### config.mk
export PLATFORM = sky130hd
export DESIGN_NAME = fstd_top
export DESIGN_NICKNAME = d
export VERILOG_FILES = /design/src/shared/fstd_pkg.sv /design/src/rtl/fstd_outstanding.sv /design/src/rtl/fstd_top.sv
export SDC_FILE = /design/constraint.sdc
export NUM_CORES = 1
export LEC_CHECK = 0
export BUFFER_PORTS_ARGS = -buffer_cell sky130_fd_sc_hd__buf_2
export CAP_MARGIN = 10
export CORE_UTILIZATION = 53
export DETAILED_ROUTE_END_ITERATION = 16
export PLACE_DENSITY = 0.94
export SETUP_SLACK_MARGIN = 0.5
export SLEW_MARGIN = 20
export SYNTH_ARGS = -nofsm -noshare
export SYNTH_HDL_FRONTEND = slang
export SYNTH_SLANG_ARGS = --single-unit
export TNS_END_PERCENT = 1
### constraint.sdc
create_clock -name i_clock -period 3.8 [get_ports i_clock]
set_clock_uncertainty 0.1 [all_clocks]
set_input_delay 0.57 -clock i_clock [delete_from_list [all_inputs] [get_ports i_clock]]
set_output_delay 0.57 -clock i_clock [all_outputs]
set_load 0.05 [all_outputs]
### src/shared/fstd_pkg.sv
// constants, encodings and carriers for the barrier and system-trap decoder.
// assumes a 32-bit instruction stream and an apb register slave on one clock.
//
// What this block does
// - successors unseen before all predecessor operations
// - order memory only, not interrupt-line observations
// - mode 0000 gives normal barrier
// - mode 1000 rw,rw gives store-order barrier
// - store-order barrier executed as full rw,rw
// - register fields of barrier ignored, producer zeroes
// - reserved barrier encodings run as normal barrier
// - conservative option orders every operation class
// - device-io addresses count as input/output classes
// - system opcode i-type decode, optional trap-all
// - service call raises precise requested trap
// - break call traps to debugging environment
// - semihost: entry shift, break, shift number 7
// - semihost shifts elsewhere are plain hints
// - hints only advance pc, nothing else
// - writes-only, empty successor barrier is pause
package fstd_pkg;

  // ---------------------------------------------------------------
  // instruction encodings
  // ---------------------------------------------------------------
  localparam logic [6:0] OPC_MISC_MEM = 7'h0F;
  localparam logic [6:0] OPC_SYSTEM = 7'h73;
  localparam logic [6:0] OPC_OP_IMM = 7'h13;
  localparam logic [2:0] F3_BARRIER = 3'h0;
  localparam logic [2:0] F3_SHL = 3'h1;
  localparam logic [2:0] F3_SHR = 3'h5;
  localparam logic [11:0] IMM_ENV_CALL = 12'h000;
  localparam logic [11:0] IMM_DBG_BREAK = 12'h001;
  localparam logic [31:0] SEMI_ENTRY_WORD = 32'h01F0_1013;
  localparam logic [31:0] SEMI_BREAK_WORD = 32'h0010_0073;
  localparam logic [31:0] SEMI_EXIT_WORD = 32'h4070_5013;
  localparam logic [3:0] MODE_NORMAL = 4'h0;
  localparam logic [3:0] MODE_STORE_ORDER = 4'h8;
  // class bit positions inside a set: input, output, read, write
  localparam int CLS_IN = 3;
  localparam int CLS_OUT = 2;
  localparam int CLS_RD = 1;
  localparam int CLS_WR = 0;
  localparam logic [3:0] SET_RW = 4'h3;
  localparam logic [3:0] SET_W = 4'h1;
  localparam logic [3:0] SET_ALL = 4'hF;

  // ---------------------------------------------------------------
  // register map and fields
  // ---------------------------------------------------------------
  localparam logic [7:0] REG_CTRL = 8'h00;
  localparam logic [7:0] REG_STATUS = 8'h04;
  localparam logic [7:0] REG_EVT = 8'h08;
  localparam logic [7:0] REG_MASK = 8'h0C;
  localparam int CTRL_CONSERVATIVE = 0;
  localparam int CTRL_TRAP_ALL = 1;
  localparam logic [1:0] CTRL_RESET = 2'h0;
  localparam int EVT_ENV = 0;
  localparam int EVT_BREAK = 1;
  localparam int EVT_SEMI = 2;
  localparam int EVT_PAUSE = 3;
  localparam logic [3:0] EVT_RESET = 4'h0;
  localparam logic [3:0] MASK_RESET = 4'h0;

  // ---------------------------------------------------------------
  // trap causes (local encoding)
  // ---------------------------------------------------------------
  typedef enum logic [1:0] {
    CAUSE_NONE = 2'b00,
    CAUSE_ENV_CALL = 2'b01,
    CAUSE_DBG_BREAK = 2'b10,
    CAUSE_SYSTEM = 2'b11
  } fstd_cause_e;

  typedef enum logic [1:0] {
    ST_IDLE = 2'b00,
    ST_DRAIN = 2'b01,
    ST_DONE = 2'b10
  } fstd_state_e;

  // one memory access event from the load/store path
  typedef struct packed {
    logic valid;
    logic store;
    logic dev_io;
  } fstd_acc_s;

  // barrier fields after decode
  typedef struct packed {
    logic [3:0] mode;
    logic [3:0] pred;
    logic [3:0] succ;
  } fstd_fence_s;

endpackage

### src/rtl/fstd_outstanding.sv
// one outstanding-access counter for a single operation class.
// assumes issue and acknowledge pulses come from logic on the same clock.
`timescale 1ns/100ps

module fstd_outstanding
  import fstd_pkg::*;
#(
  parameter int WIDTH = 4
) (
  input wire logic i_clock,
  input wire logic i_rst,
  input wire logic i_inc,
  input wire logic i_dec,
  output logic o_busy
);

  logic [WIDTH-1:0] count;
  logic [WIDTH-1:0] next_count;

  // ---------------------------------------------------------------
  // count
  // ---------------------------------------------------------------
  // saturating both ways so a stray ack cannot wrap to "busy forever"
  always_comb begin
    next_count = count;
    if (i_inc && !i_dec && count != {WIDTH{1'b1}}) begin
      next_count = count + WIDTH'(1);
    end else if (i_dec && !i_inc && count != '0) begin
      next_count = count - WIDTH'(1);
    end
  end

  always_ff @(posedge i_clock) begin
    if (i_rst) begin
      count <= '0;
      o_busy <= 1'b0;
    end else begin
      count <= next_count;
      o_busy <= (next_count != '0);
    end
  end

endmodule

### src/rtl/fstd_top.sv
// barrier and system-trap decoder with apb control and event interrupt.
// assumes the load/store path reports issue and ack of every access,
// and honours o_succ_block before issuing an access of a blocked class.
`timescale 1ns/100ps

module fstd_top
  import fstd_pkg::*;
#(
  parameter int CNT_WIDTH = 4
) (
  input wire logic i_clock,
  input wire logic i_rst,
  // instruction stream
  input wire logic i_instr_valid,
  input wire logic [31:0] i_instr,
  input wire logic i_instr_compressed,
  input wire logic [31:0] i_next_word,
  input wire logic i_next_compressed,
  output logic o_instr_ready,
  output logic o_retire,
  output logic o_hint,
  output logic o_pause,
  output logic o_trap,
  output fstd_cause_e o_trap_cause,
  output logic o_semihost,
  // memory access tracking
  input fstd_acc_s i_issue,
  input fstd_acc_s i_ack,
  output logic [3:0] o_succ_block,
  // apb slave
  input wire logic i_psel,
  input wire logic i_penable,
  input wire logic i_pwrite,
  input wire logic [7:0] i_paddr,
  input wire logic [31:0] i_pwdata,
  output logic o_pready,
  output logic [31:0] o_prdata,
  output logic o_pslverr,
  output logic o_irq
);

  // ---------------------------------------------------------------
  // operation class of issue and ack events
  // ---------------------------------------------------------------
  logic [3:0] issue_cls;
  logic [3:0] ack_cls;
  logic [3:0] busy_cls;

  // io-region accesses count as input/output, not read/write
  always_comb begin
    issue_cls = 4'h0;
    ack_cls = 4'h0;
    issue_cls[CLS_IN] = i_issue.valid && i_issue.dev_io && !i_issue.store;
    issue_cls[CLS_OUT] = i_issue.valid && i_issue.dev_io && i_issue.store;
    issue_cls[CLS_RD] = i_issue.valid && !i_issue.dev_io && !i_issue.store;
    issue_cls[CLS_WR] = i_issue.valid && !i_issue.dev_io && i_issue.store;
    ack_cls[CLS_IN] = i_ack.valid && i_ack.dev_io && !i_ack.store;
    ack_cls[CLS_OUT] = i_ack.valid && i_ack.dev_io && i_ack.store;
    ack_cls[CLS_RD] = i_ack.valid && !i_ack.dev_io && !i_ack.store;
    ack_cls[CLS_WR] = i_ack.valid && !i_ack.dev_io && i_ack.store;
  end

  // one counter per class; only memory-system acks count as completion,
  // interrupt lines play no part in the ordering
  for (genvar g = 0; g < 4; g++) begin : g_cls
    fstd_outstanding #(
      .WIDTH(CNT_WIDTH)
    ) u_cnt (
      .i_clock(i_clock),
      .i_rst(i_rst),
      .i_inc(issue_cls[g]),
      .i_dec(ack_cls[g]),
      .o_busy(busy_cls[g])
    );
  end

  // ---------------------------------------------------------------
  // control registers
  // ---------------------------------------------------------------
  logic [1:0] ctrl;
  logic [3:0] evt;
  logic [3:0] mask;
  logic [1:0] next_ctrl;
  logic [3:0] next_evt;
  logic [3:0] next_mask;
  logic [3:0] evt_set;
  logic apb_access;
  logic apb_done;
  logic apb_hit;
  logic [31:0] next_prdata;

  assign apb_access = i_psel && i_penable && !o_pready;
  // writes land at the completing edge, the one where the master sees pready
  assign apb_done = i_psel && i_penable && o_pready;

  // address decode and read mux
  always_comb begin
    apb_hit = 1'b1;
    next_prdata = 32'h0000_0000;
    case (i_paddr)
      REG_CTRL: next_prdata = {30'h0, ctrl};
      REG_STATUS: next_prdata = {24'h0, busy_cls, o_succ_block};
      REG_EVT: next_prdata = {28'h0, evt};
      REG_MASK: next_prdata = {28'h0, mask};
      default: apb_hit = 1'b0;
    endcase
  end

  // write-one-to-clear events; a new event in the same cycle wins
  always_comb begin
    next_ctrl = ctrl;
    next_mask = mask;
    next_evt = evt;
    if (apb_done && i_pwrite && i_paddr == REG_CTRL) begin
      next_ctrl = i_pwdata[1:0];
    end
    if (apb_done && i_pwrite && i_paddr == REG_MASK) begin
      next_mask = i_pwdata[3:0];
    end
    if (apb_done && i_pwrite && i_paddr == REG_EVT) begin
      next_evt = evt & ~i_pwdata[3:0];
    end
    next_evt = next_evt | evt_set;
  end

  // one wait state: pready rises in the second access cycle
  always_ff @(posedge i_clock) begin
    if (i_rst) begin
      ctrl <= CTRL_RESET;
      evt <= EVT_RESET;
      mask <= MASK_RESET;
      o_pready <= 1'b0;
      o_prdata <= 32'h0000_0000;
      o_pslverr <= 1'b0;
      o_irq <= 1'b0;
    end else begin
      ctrl <= next_ctrl;
      evt <= next_evt;
      mask <= next_mask;
      o_pready <= apb_access;
      o_prdata <= (apb_access && !i_pwrite && apb_hit) ? next_prdata : 32'h0000_0000;
      o_pslverr <= apb_access && !apb_hit;
      o_irq <= |(next_evt & next_mask);
    end
  end

  // ---------------------------------------------------------------
  // instruction decode
  // ---------------------------------------------------------------
  logic [6:0] opc;
  logic [2:0] f3;
  logic [4:0] rd_idx;
  logic [4:0] rs_idx;
  logic is_fence;
  logic is_system;
  logic is_env;
  logic is_break;
  logic is_shift_hint;
  logic is_pause;
  logic semi_match;
  fstd_fence_s fence_raw;
  fstd_fence_s fence_eff;
  logic take;

  assign take = i_instr_valid && o_instr_ready;
  assign opc = i_instr[6:0];
  assign f3 = i_instr[14:12];
  assign rd_idx = i_instr[11:7];
  assign rs_idx = i_instr[19:15];

  // register fields of a barrier are read only by the pause decode below
  assign fence_raw = '{mode: i_instr[31:28], pred: i_instr[27:24], succ: i_instr[23:20]};

  always_comb begin
    is_fence = !i_instr_compressed && opc == OPC_MISC_MEM && f3 == F3_BARRIER;
    // i-type layout: funct12 in the top bits, no register write
    is_system = !i_instr_compressed && opc == OPC_SYSTEM;
    is_env = is_system && f3 == 3'h0 && i_instr[31:20] == IMM_ENV_CALL && rd_idx == 5'h0 && rs_idx == 5'h0;
    is_break = is_system && f3 == 3'h0 && i_instr[31:20] == IMM_DBG_BREAK && rd_idx == 5'h0 && rs_idx == 5'h0;
    // shifts writing the zero register only advance the pc
    is_shift_hint = opc == OPC_OP_IMM && rd_idx == 5'h0 && (f3 == F3_SHL || f3 == F3_SHR);
    // pause code point: zero regs, mode 0, pred=w, succ empty
    is_pause = is_fence && rd_idx == 5'h0 && rs_idx == 5'h0 && fence_raw.mode == MODE_NORMAL
               && fence_raw.pred == SET_W && fence_raw.succ == 4'h0;
  end

  // effective ordering sets of the barrier
  always_comb begin
    fence_eff = fence_raw;
    // normal barrier uses sets as given
    if (fence_raw.mode == MODE_STORE_ORDER && fence_raw.pred == SET_RW && fence_raw.succ == SET_RW) begin
      // store-order relaxation dropped: full rw,rw is a superset
      fence_eff.mode = MODE_NORMAL;
    end else begin
      // every other mode runs as a normal barrier on the given sets
      fence_eff.mode = MODE_NORMAL;
    end
    if (ctrl[CTRL_CONSERVATIVE]) begin
      fence_eff.pred = SET_ALL;
      fence_eff.succ = SET_ALL;
    end
  end

  // semihost: entry shift before, exit shift after, all full width
  logic [31:0] prev_word;
  logic prev_full;
  logic [31:0] next_prev_word;
  logic next_prev_full;

  assign semi_match = is_break && prev_full && prev_word == SEMI_ENTRY_WORD && !i_next_compressed
                      && i_next_word == SEMI_EXIT_WORD && i_instr == SEMI_BREAK_WORD;

  always_comb begin
    next_prev_word = prev_word;
    next_prev_full = prev_full;
    if (take) begin
      next_prev_word = i_instr;
      next_prev_full = !i_instr_compressed;
    end
  end

  // ---------------------------------------------------------------
  // execution state machine
  // ---------------------------------------------------------------
  fstd_state_e state;
  fstd_state_e next_state;
  logic [3:0] pred_held;
  logic [3:0] next_pred_held;
  logic [3:0] next_block;
  logic next_retire;
  logic next_hint;
  logic next_pause;
  logic next_trap;
  fstd_cause_e next_cause;
  logic next_semihost;

  always_comb begin
    next_state = state;
    next_pred_held = pred_held;
    next_block = o_succ_block;
    next_retire = 1'b0;
    next_hint = 1'b0;
    next_pause = 1'b0;
    next_trap = 1'b0;
    next_cause = CAUSE_NONE;
    next_semihost = 1'b0;
    evt_set = 4'h0;
    case (state)
      ST_IDLE: begin
        if (take) begin
          if (is_system && ctrl[CTRL_TRAP_ALL]) begin
            next_trap = 1'b1; // single handler for all system ops
            next_cause = CAUSE_SYSTEM;
            next_state = ST_DONE;
          end else if (is_env) begin
            next_trap = 1'b1; // precise requested trap
            next_cause = CAUSE_ENV_CALL;
            evt_set[EVT_ENV] = 1'b1;
            next_state = ST_DONE;
          end else if (is_break) begin
            next_trap = 1'b1; // hand control to debugger
            next_cause = CAUSE_DBG_BREAK;
            next_semihost = semi_match;
            evt_set[EVT_BREAK] = 1'b1;
            evt_set[EVT_SEMI] = semi_match;
            next_state = ST_DONE;
          end else if (is_system) begin
            next_trap = 1'b1; // unhandled system op goes to software
            next_cause = CAUSE_SYSTEM;
            next_state = ST_DONE;
          end else if (is_fence) begin
            // block successors, wait for predecessors
            next_pred_held = fence_eff.pred;
            next_block = fence_eff.succ;
            next_pause = is_pause;
            evt_set[EVT_PAUSE] = is_pause;
            next_state = ST_DRAIN;
          end else begin
            next_retire = 1'b1;
            next_hint = is_shift_hint;
            next_state = ST_DONE;
          end
        end
      end
      ST_DRAIN: begin
        if ((busy_cls & pred_held) == 4'h0) begin
          next_block = 4'h0;
          next_pred_held = 4'h0;
          next_retire = 1'b1;
          next_state = ST_DONE;
        end
      end
      ST_DONE: begin
        next_state = ST_IDLE;
      end
      default: begin
        next_state = ST_IDLE;
      end
    endcase
  end

  // ready is low while draining and in the cycle that shows each result
  always_ff @(posedge i_clock) begin
    if (i_rst) begin
      state <= ST_IDLE;
      pred_held <= 4'h0;
      prev_word <= 32'h0000_0000;
      prev_full <= 1'b0;
      o_instr_ready <= 1'b0;
      o_succ_block <= 4'h0;
      o_retire <= 1'b0;
      o_hint <= 1'b0;
      o_pause <= 1'b0;
      o_trap <= 1'b0;
      o_trap_cause <= CAUSE_NONE;
      o_semihost <= 1'b0;
    end else begin
      state <= next_state;
      pred_held <= next_pred_held;
      prev_word <= next_prev_word;
      prev_full <= next_prev_full;
      o_instr_ready <= (next_state == ST_IDLE);
      o_succ_block <= next_block;
      o_retire <= next_retire;
      o_hint <= next_hint;
      o_pause <= next_pause;
      o_trap <= next_trap;
      o_trap_cause <= next_cause;
      o_semihost <= next_semihost;
    end
  end

endmodule

# Word level (Yosys, flattened, before mapping)
# Cells that the tools add are included.
totals:
  register_bits: 116
  input_bits: 118
  output_inout_bits: 47
  elab_cells: 237
classes:
  n_addsub: 8
  n_eq_ne: 25
  mux: 61
  bitwise_logic: 9
  n_reduce_logical: 107
ops:
  columns: ["cell", "count"]
  rows:
  - ["2-to-1 mux 4 bit", 26]
  - ["logical AND 1 bit", 62]
  - ["== test 32 x 21 -> 1 bit (second input constant)", 1]
  - ["== test 32 x 25 -> 1 bit (second input constant)", 1]
  - ["== test 32 x 31 -> 1 bit (second input constant)", 1]
  - ["one-hot mux 8 bit (4 select lines)", 1]
  - ["nonzero test 4 bit", 8]
  - ["2-to-1 mux 2 bit", 12]
  - ["logical NOT 1 bit", 17]
  - ["adder 4 x 1 -> 4 bit (second input constant)", 4]
  - ["== test 8 x 4 -> 1 bit (second input constant)", 2]
  - ["2-to-1 mux 1 bit", 16]
  - ["inequality test 4 bit (second input constant)", 4]
  - ["one-hot mux 4 bit (2 select lines)", 2]
  - ["subtractor 4 x 1 -> 4 bit (second input constant)", 4]
  - ["inequality test 2 bit (second input constant)", 7]
  - ["bitwise AND 4 bit", 3]
  - ["== test 12 x 1 -> 1 bit (second input constant)", 1]
  - ["logical NOT 12 bit", 1]
  - ["logical NOT 4 bit", 3]
  - ["logical NOT 5 bit", 2]
  - ["== test 8 x 3 -> 1 bit (second input constant)", 1]
  - ["logical NOT 8 bit", 1]
  - ["2-to-1 mux 8 bit", 1]
  - ["24 further kinds", 29]

# Depth between registers and ports, before layout
# Gate-level depths: netlist (run 1).
depth:
  ltp_word: 19
  ltp_mapped: 8

# By module
# From an unflattened synthesis (run 1), not the netlist that was laid out.
unflattened:
  hier_cells: 566
  area_unflattened_um2: 4773.3
by_module_without_submodules:
  columns: ["module", "n_inst", "cells_each", "area_each_um2", "seq_area_each_um2"]
  rows:
  - ["fstd_top", 1, 382, 3201.8, 1441.4]
  - ["fstd_outstanding", 4, 46, 392.9, 100.1]

# Worst setup path before layout (run 1)
# OpenSTA, ideal clock, no wires.
synth_timing:
  path_kind: "input-to-reg"
  from: "in i_paddr[1]"
  to: "reg o_irq"
  setup_time_ns: 0.120
  t_arrival_ns: 2.417
  setup_slack_ns: 1.163
  path_stages: 6
  cell_sequence: "or4_4 or4_4 nor2_4 mux2i_1 o22ai_1 a211o_1"
synth_between:
  elab_chain_len: 6
  word_cells_on_any_way: 9
  classes_between: "eq/ne: 2; mux: 2; bitwise: 2; reduce/logical: 3"
synth_lines:
  columns: ["item", "line_no", "text"]
  rows:
  - ["start, declared", "fstd_top.sv:34", "input wire logic [7:0] i_paddr,"]
  - ["== test 8 x 4 -> 1 bit", "fstd_top.sv:120", "if (apb_done && i_pwrite && i_paddr == REG_EVT) begin"]
  - ["logical AND 1 bit", "fstd_top.sv:120", null]
  - ["2-to-1 mux 4 bit", "fstd_top.sv:120", null]
  - ["OR 4 bit", "fstd_top.sv:123", "next_evt = next_evt | evt_set;"]
  - ["bitwise AND 4 bit *", "fstd_top.sv:143", "o_irq <= |(next_evt & next_mask);"]
  - ["OR reduction 4 bit *", "fstd_top.sv:143", null]
  - ["end signal, assigned", "fstd_top.sv:143", null]
  - ["end, declared", "fstd_top.sv:39", "output logic o_irq"]
# Every way passes the cells marked *; elsewhere a longest branch is shown, timed or not.
# A chain may end at the register's enable or synchronous reset.

# Final worst setup path (run 1)
# Ends and elaborated chain as after synthesis.

==> impl_metrics.tcl, run 1 <==
set metrics [dict create \
    status "finished, final reports clean" \
    final_common_cell "buf_2" \
    drtIter0Drc 334 \
    antenna_found_initial 0 \
    period_minus_slack_ns 2.529 \
    synth_cells 521 \
    worst_ep_arrival_time_ns 2.68 \
    hold_violations 0 \
    cp-start-kind "primary input" \
    post-cts-setup-buffer-count 0 \
    hold_buffers 0 \
    num_rows 32 \
    ir_drop_v 0.0001957 \
    n_antenna_cell 0 \
    core_area_um2 7807 \
    grt_usage_pct 24.86 \
    vias 4146 \
    synth_cell_types 52 \
    cts_resized 0 \
    mostFrequentLayoutCells "buf_2 (112), dfxtp_1 (92), nand2_1 (89), nor2_1 (52), a21oi_1 (47)" \
    wl_um 10670 \
    p_per_area_nw_per_um2 406.0 \
    rsz0062_at_grt "false" \
    areaGrowthSynthToFinish_pct 17.26 \
    hold_path.class "in -> reg" \
    gp_congestion 0.8170 \
    setup_viol 0 \
    grt_max_degree 52 \
    clk_path_buf_depth 2 \
    synth_area_um2 4320 \
    cts-root-buf "clkbuf_8" \
    ys_seq_elements 92 \
    power.leakage_nw 2.117 \
    overflow 0 \
    fmax_mhz 395.4 \
    synth_flop_cell "dfxtp_1" \
    routedWlPerCell_um 14.61 \
    async_flop_share_pct 0 \
    cts_tree "yes" \
    dp_hpwl_um 8022 \
    hold-worst-slack_ns 0.3546 \
    placed_area_um2 4847 \
    worstMarginPinSlew_ns 0.7252 \
    start_util_pct 55.34 \
    cp_max_fo 4 \
    critPathRequiredTime_ns 3.95 \
    slew_headroom_pct 51.32 \
    fin_nets 749 \
    port_buffers 112 \
    die_area_um2 8517 \
    cap_violations 0 \
    synth-edff-count 0 \
    slew_viol_final 0 \
    die_x_um 92.29 \
    htreeDepth 3 \
    ant_nets 0 \
    yosysSeqAreaShare_pct 42.63 \
    drc_errors 0 \
    cts_made_buffers 9 \
    grt_pass1_wl_um 17090 \
    clock_latency_ns 0.36 \
    setup_tns_ns 0 \
    end_kind "flop" \
    avgSynthCellArea_um2 8.293 \
    layout-drive-gt1-share_pct 22.45 \
    drt_pass1_iterations 5 \
    critPathKind "in -> reg" \
    fin_area_um2 5066 \
    clock-sinks 92 \
    fin_crit_sh_pct 66.56 \
    routed_via_density 5.679 \
    die_h_um 92.29 \
    grt_pass1_vias 3917 \
    yosys_warnings 0 \
    ioPinCount 165 \
    cts.clk_slew.worst_paths_ns 0.09 \
]
## report_power, final
group          internal, mW  switching [mW]  total (mW)
registers              1.00          0.0342        1.04
logic                 0.108           0.195       0.303
clock network         0.388           0.329       0.717
total                  1.50           0.558        2.06
## synthesized netlist by cell type, drive strengths merged, types with 3 or more instances
cell / count / area, um2
nor2: 53 / 206.5
nand2: 89 / 334.1
nand3: 8 / 40.04
and4: 3 / 26.28
and2: 6 / 37.54
xnor2: 4 / 35.03
a211oi: 5 / 37.54
nor4b: 7 / 61.31
mux2i: 11 / 110.1
a31oi: 8 / 50.05
dfxtp: 92 / 1842
and3b: 3 / 26.28
a21boi: 3 / 22.52
clkbuf: 19 / 71.32
o21ai: 4 / 20.02
a22oi: 9 / 67.56
nor4bb: 4 / 40.04
nor3: 21 / 105.1
a311oi: 3 / 26.28
buf: 27 / 191.4
xor2: 7 / 61.31
nand4: 6 / 37.54
nor4: 18 / 118.9
mux2: 3 / 33.78
ha: 8 / 100.1
and3: 7 / 43.79
inv: 15 / 56.30
a21oi: 47 / 235.2
## layer usage
| layer | part of all wire (%) | global-route usage, % | vias to the layer above | routed length (um) |
|---|---|---|---|---|
| met5 | 0 | 0 | - | 0 |
| met4 | 2.2 | 10.94 | 0 | 240 |
| met3 | 5.9 | 4.643 | 26 | 634 |
| met2 | 50 | 42.91 | 145 | 5366 |
| met1 | 41 | 30.02 | 1973 | 4427 |
| li1 | - | - | 2002 | - |
## critical path: stages
cell and delay [ns]:
buf_2 0.10, or4_4 0.55, or4_4 0.56, nor2_4 0.20
mux2i_1 0.29, o22ai_1 0.12, a211o_1 0.29
## layout make-up
type / count / area [um2]
multi-input combinational: 391 / 2247
tap: 102 / 127.6
fill: 644 / 2741
clock buffer: 12 / 145.1
inverter: 15 / 56.30
timing repair buffer: 114 / 575.6
sequential: 92 / 1842
clock inverter: 4 / 72.57
## path summary, 6_finish.rpt
| check | from | to | slack (ns) | cells after the start |
|---|---|---|---|---|
| max | i_paddr[1] | o_irq$_SDFF_PP0_ | 1.27 | 7 |
| min | i_instr[18] | prev_word[18]$_SDFFE_PP0P_ | 0.35 | 3 |
| max reg2reg | state[1]$_SDFF_PP0_ | o_irq$_SDFF_PP0_ | 1.53 | 6 |
| min reg2reg | prev_word[23]$_SDFFE_PP0P_ | prev_word[23]$_SDFFE_PP0P_ | 0.36 | 2 |
## through the flow
stage / utilization [%] / power [mW] / worst slack (ns) / cells
final: 64.89 / 2.057 / 1.271 / 730
after global routing: 64.89 / 2.137 / 1.180 / 730
after CTS: 64.87 / 2.060 / 1.268 / 730
after detailed placement: 62.08 / 1.356 / 0.9251 / 714
after global placement: 62.08 / 1.340 / 0.9920 / 714
after floorplan: - / 1.277 / 1.163 / 544
## registers in the layout (all words and copies together) (netlist names), 2 cells and up
name                count
state                   2
o_trap_cause            2
o_succ_block            4
pred_held               4
evt                     4
ctrl                    2
o_prdata                8
g_cls.u_cnt.o_busy      4
prev_word              32
mask                    4
g_cls.u_cnt.count      16
## logic make-up (layout without fill, tap and decap cells)
logic type / after synthesis / after routing / synth area share (%)
fa+ha+maj: 8 / 8 / 2.317
compound gates: 92 / 92 / 13.29
mux: 16 / 16 / 4.373
flops: 92 / 92 / 42.63
other cells: 1 / 24 / 0.08680
xor+xnor: 11 / 11 / 2.230
buf+inv: 61 / 145 / 7.385
simple gates: 240 / 240 / 27.69
(Power assumes the default switching activity.)
==> run 2: changes to the inputs <==
--- a/config.mk
+++ b/config.mk
@@ -7,9 +7,9 @@
 export LEC_CHECK = 0
 export BUFFER_PORTS_ARGS = -buffer_cell sky130_fd_sc_hd__buf_2
 export CAP_MARGIN = 10
-export CORE_UTILIZATION = 53
+export CORE_UTILIZATION = 49
 export DETAILED_ROUTE_END_ITERATION = 16
-export PLACE_DENSITY = 0.94
+export PLACE_DENSITY = 0.88
 export SETUP_SLACK_MARGIN = 0.5
 export SLEW_MARGIN = 20
 export SYNTH_ARGS = -nofsm -noshare
==> constraint.sdc (replaced) <==
create_clock -name i_clock -period 2.5 [get_ports i_clock]
set_clock_uncertainty 0.1 [all_clocks]
set_input_delay 0.375 -clock i_clock [delete_from_list [all_inputs] [get_ports i_clock]]
set_output_delay 0.375 -clock i_clock [all_outputs]
set_load 0.05 [all_outputs]
==> impl_metrics.tcl, run 2 (synthesis results as in run 1) <==
set metrics [dict create \
    status "finished, final reports clean" \
    num_rows 33 \
    overflow 0 \
    setup_viol 0 \
    htreeDepth 3 \
    start_util_pct 51.55 \
    port_buffers 112 \
    ioPinCount 165 \
    hold-worst-slack_ns 0.1504 \
    crit_top_cell "or4_4" \
    largest_register "prev_word" \
    layout-drive-gt1-share_pct 23.30 \
    cts-root-buf "clkbuf_8" \
    wl_um 10970 \
    clock-sinks 92 \
    grt_pass1_vias 3730 \
    hold_path.class "in -> reg" \
    n_antenna_cell 0 \
    post-place-ws_ns -0.1109 \
    cts_made_buffers 9 \
    cp_num_buf_inv 1 \
    cp_max_fo 4 \
    fin_crit_sh_pct 86.56 \
    die_x_um 95.90 \
    cp_slowest_stage_delay_ns 0.56 \
    top_regs "prev_word: 32 flops, g_cls.u_cnt.count: 16 flops, o_prdata: 8 flops" \
    hold_buffers 0 \
    vias 4172 \
    worst_ep_arrival_time_ns 2.33 \
    routedWlPerCell_um 14.90 \
    worstPathCellList "buf_2 > or4_4 > or4_4 > nor2_4 > mux2i_2 > o22ai_2 > a211o_1" \
    drtIter0Drc 290 \
    die_area_um2 9197 \
    mostFrequentLayoutCells "buf_2 (112), dfxtp_1 (92), nand2_1 (89), nor2_1 (52), a21oi_1 (47)" \
    wirelength_met1_um 4630 \
    drc_errors 0 \
    intPower_mw 2.357 \
    netSwitchingFraction_pct 27.01 \
    critPathRequiredTime_ns 2.66 \
    cap_violations 0 \
    drt_pass1_iterations 5 \
    core_area_um2 8382 \
    antenna_found_initial 0 \
    slew_viol_final 0 \
    power.leakage_nw 2.151 \
    grt_max_degree 60 \
    ant_nets 0 \
    p_comb_share_pct 14.5 \
    grt_usage_pct 23.57 \
    die_h_um 95.90 \
    fin_nets 752 \
    hold_violations 0 \
    worst_slack_ns 0.3359 \
    ir_drop_v 0.0003827 \
    final_common_cell "buf_2" \
    setup_tns_ns 0 \
    routed_via_density 5.668 \
    rsz0062_at_grt "true" \
    routed.top_layer "met4" \
    slowest_stage "or4_4" \
    clkPwrFrac_pct 36.7 \
    wl_met3_um 693 \
    post-cts-setup-buffer-count 0 \
    cp-start-kind "primary input" \
    areaGrowthSynthToFinish_pct 18.88 \
    met2RoutedLength_um 5408 \
    cts_tree "yes" \
    p_per_area_nw_per_um2 628.7 \
    clock_latency_ns 0.37 \
    slew_headroom_pct 55.40 \
    largest_reg_flops 32 \
    fmax_mhz 462.1 \
    grt_pass1_wl_um 16680 \
    p_seq_share_pct 48.7 \
    period_minus_slack_ns 2.164 \
    end_kind "flop" \
    critical_path.top_delay_family "simple AND/OR/NAND/NOR gates" \
    clk_path_buf_depth 2 \
    dp_hpwl_um 8079 \
    cts.clk_slew.worst_paths_ns 0.09 \
    gp_congestion 0.8538 \
    critPathKind "in -> reg" \
    worstMarginPinSlew_ns 0.6606 \
    p_switching_uw 872.1 \
]
-- run 2: timing repair --
item / CTS / global route
pin swaps: 4 / 1
endpoints found under the setup margin: 5 / 17
resized for setup: 1 / 3
-- run 2: final timing paths --
check,cells past startpoint,startpoint,slack (ns),to
worst max-delay path,7,i_paddr[1],0.34,o_irq$_SDFF_PP0_
worst min-delay path,3,i_instr[16],0.15,prev_word[16]$_SDFFE_PP0P_
worst max register to register,7,g_cls[0].u_cnt.count[0]$_SDFF_PP0_,0.50,g_cls[0].u_cnt.o_busy$_SDFF_PP0_
worst min register to register,2,prev_word[4]$_SDFFE_PP0P_,0.36,prev_word[4]$_SDFFE_PP0P_
-- run 2: area by class of cell --
type	instances	area [um2]
clock inverters	6	111.4
flip-flops and latches	92	1842
well taps	105	131.4
inverters	15	56.30
multi-input cells	391	2270
fillers	711	3246
repair buffers	117	598.1
clock buffers	10	127.6
-- run 2: metal layers --
layer / vias up / global-route usage, %
li1: 1998 / -
met1: 1989 / 29.82
met2: 161 / 39.82
met3: 24 / 4.107
met4: 0 / 9.328
met5: - / 0
-- run 2: power by group through the flow --
stage / clock network [mW] / logic (mW) / registers [mW]
after CTS: 1.19 / 0.463 / 1.57
after global routing: 1.26 / 0.514 / 1.58
final: 1.19 / 0.469 / 1.57
after floorplan: 0 / 0.336 / 1.60
after detailed placement: 0 / 0.457 / 1.61
after global placement: 0 / 0.438 / 1.60
-- run 2: worst reg2reg max path, delay by kind of cell, from the launching register on --
| kind | cells | cell delay, ns |
|---|---|---|
| adders and majority gates | 1 | 0.25 |
| buffers and inverters | 1 | 0.11 |
| and+or+nand+nor | 1 | 0.22 |
| xor gates and xnor gates | 1 | 0.27 |
| DFF | 1 | 0.39 |
| AOI/OAI and AO/OA | 3 | 0.54 |
-- run 2: through the flow --
step / std cells / power [mW] / util (%) / area [um2]
after floorplan: 544 / 1.941 / - / 4407
after global placement: 720 / 2.040 / 58.14 / 4873
after detailed placement: 720 / 2.063 / 58.14 / 4873
after CTS: 736 / 3.226 / 61.04 / 5116
after global routing: 736 / 3.351 / 61.28 / 5136
final: 736 / 3.229 / 61.28 / 5136
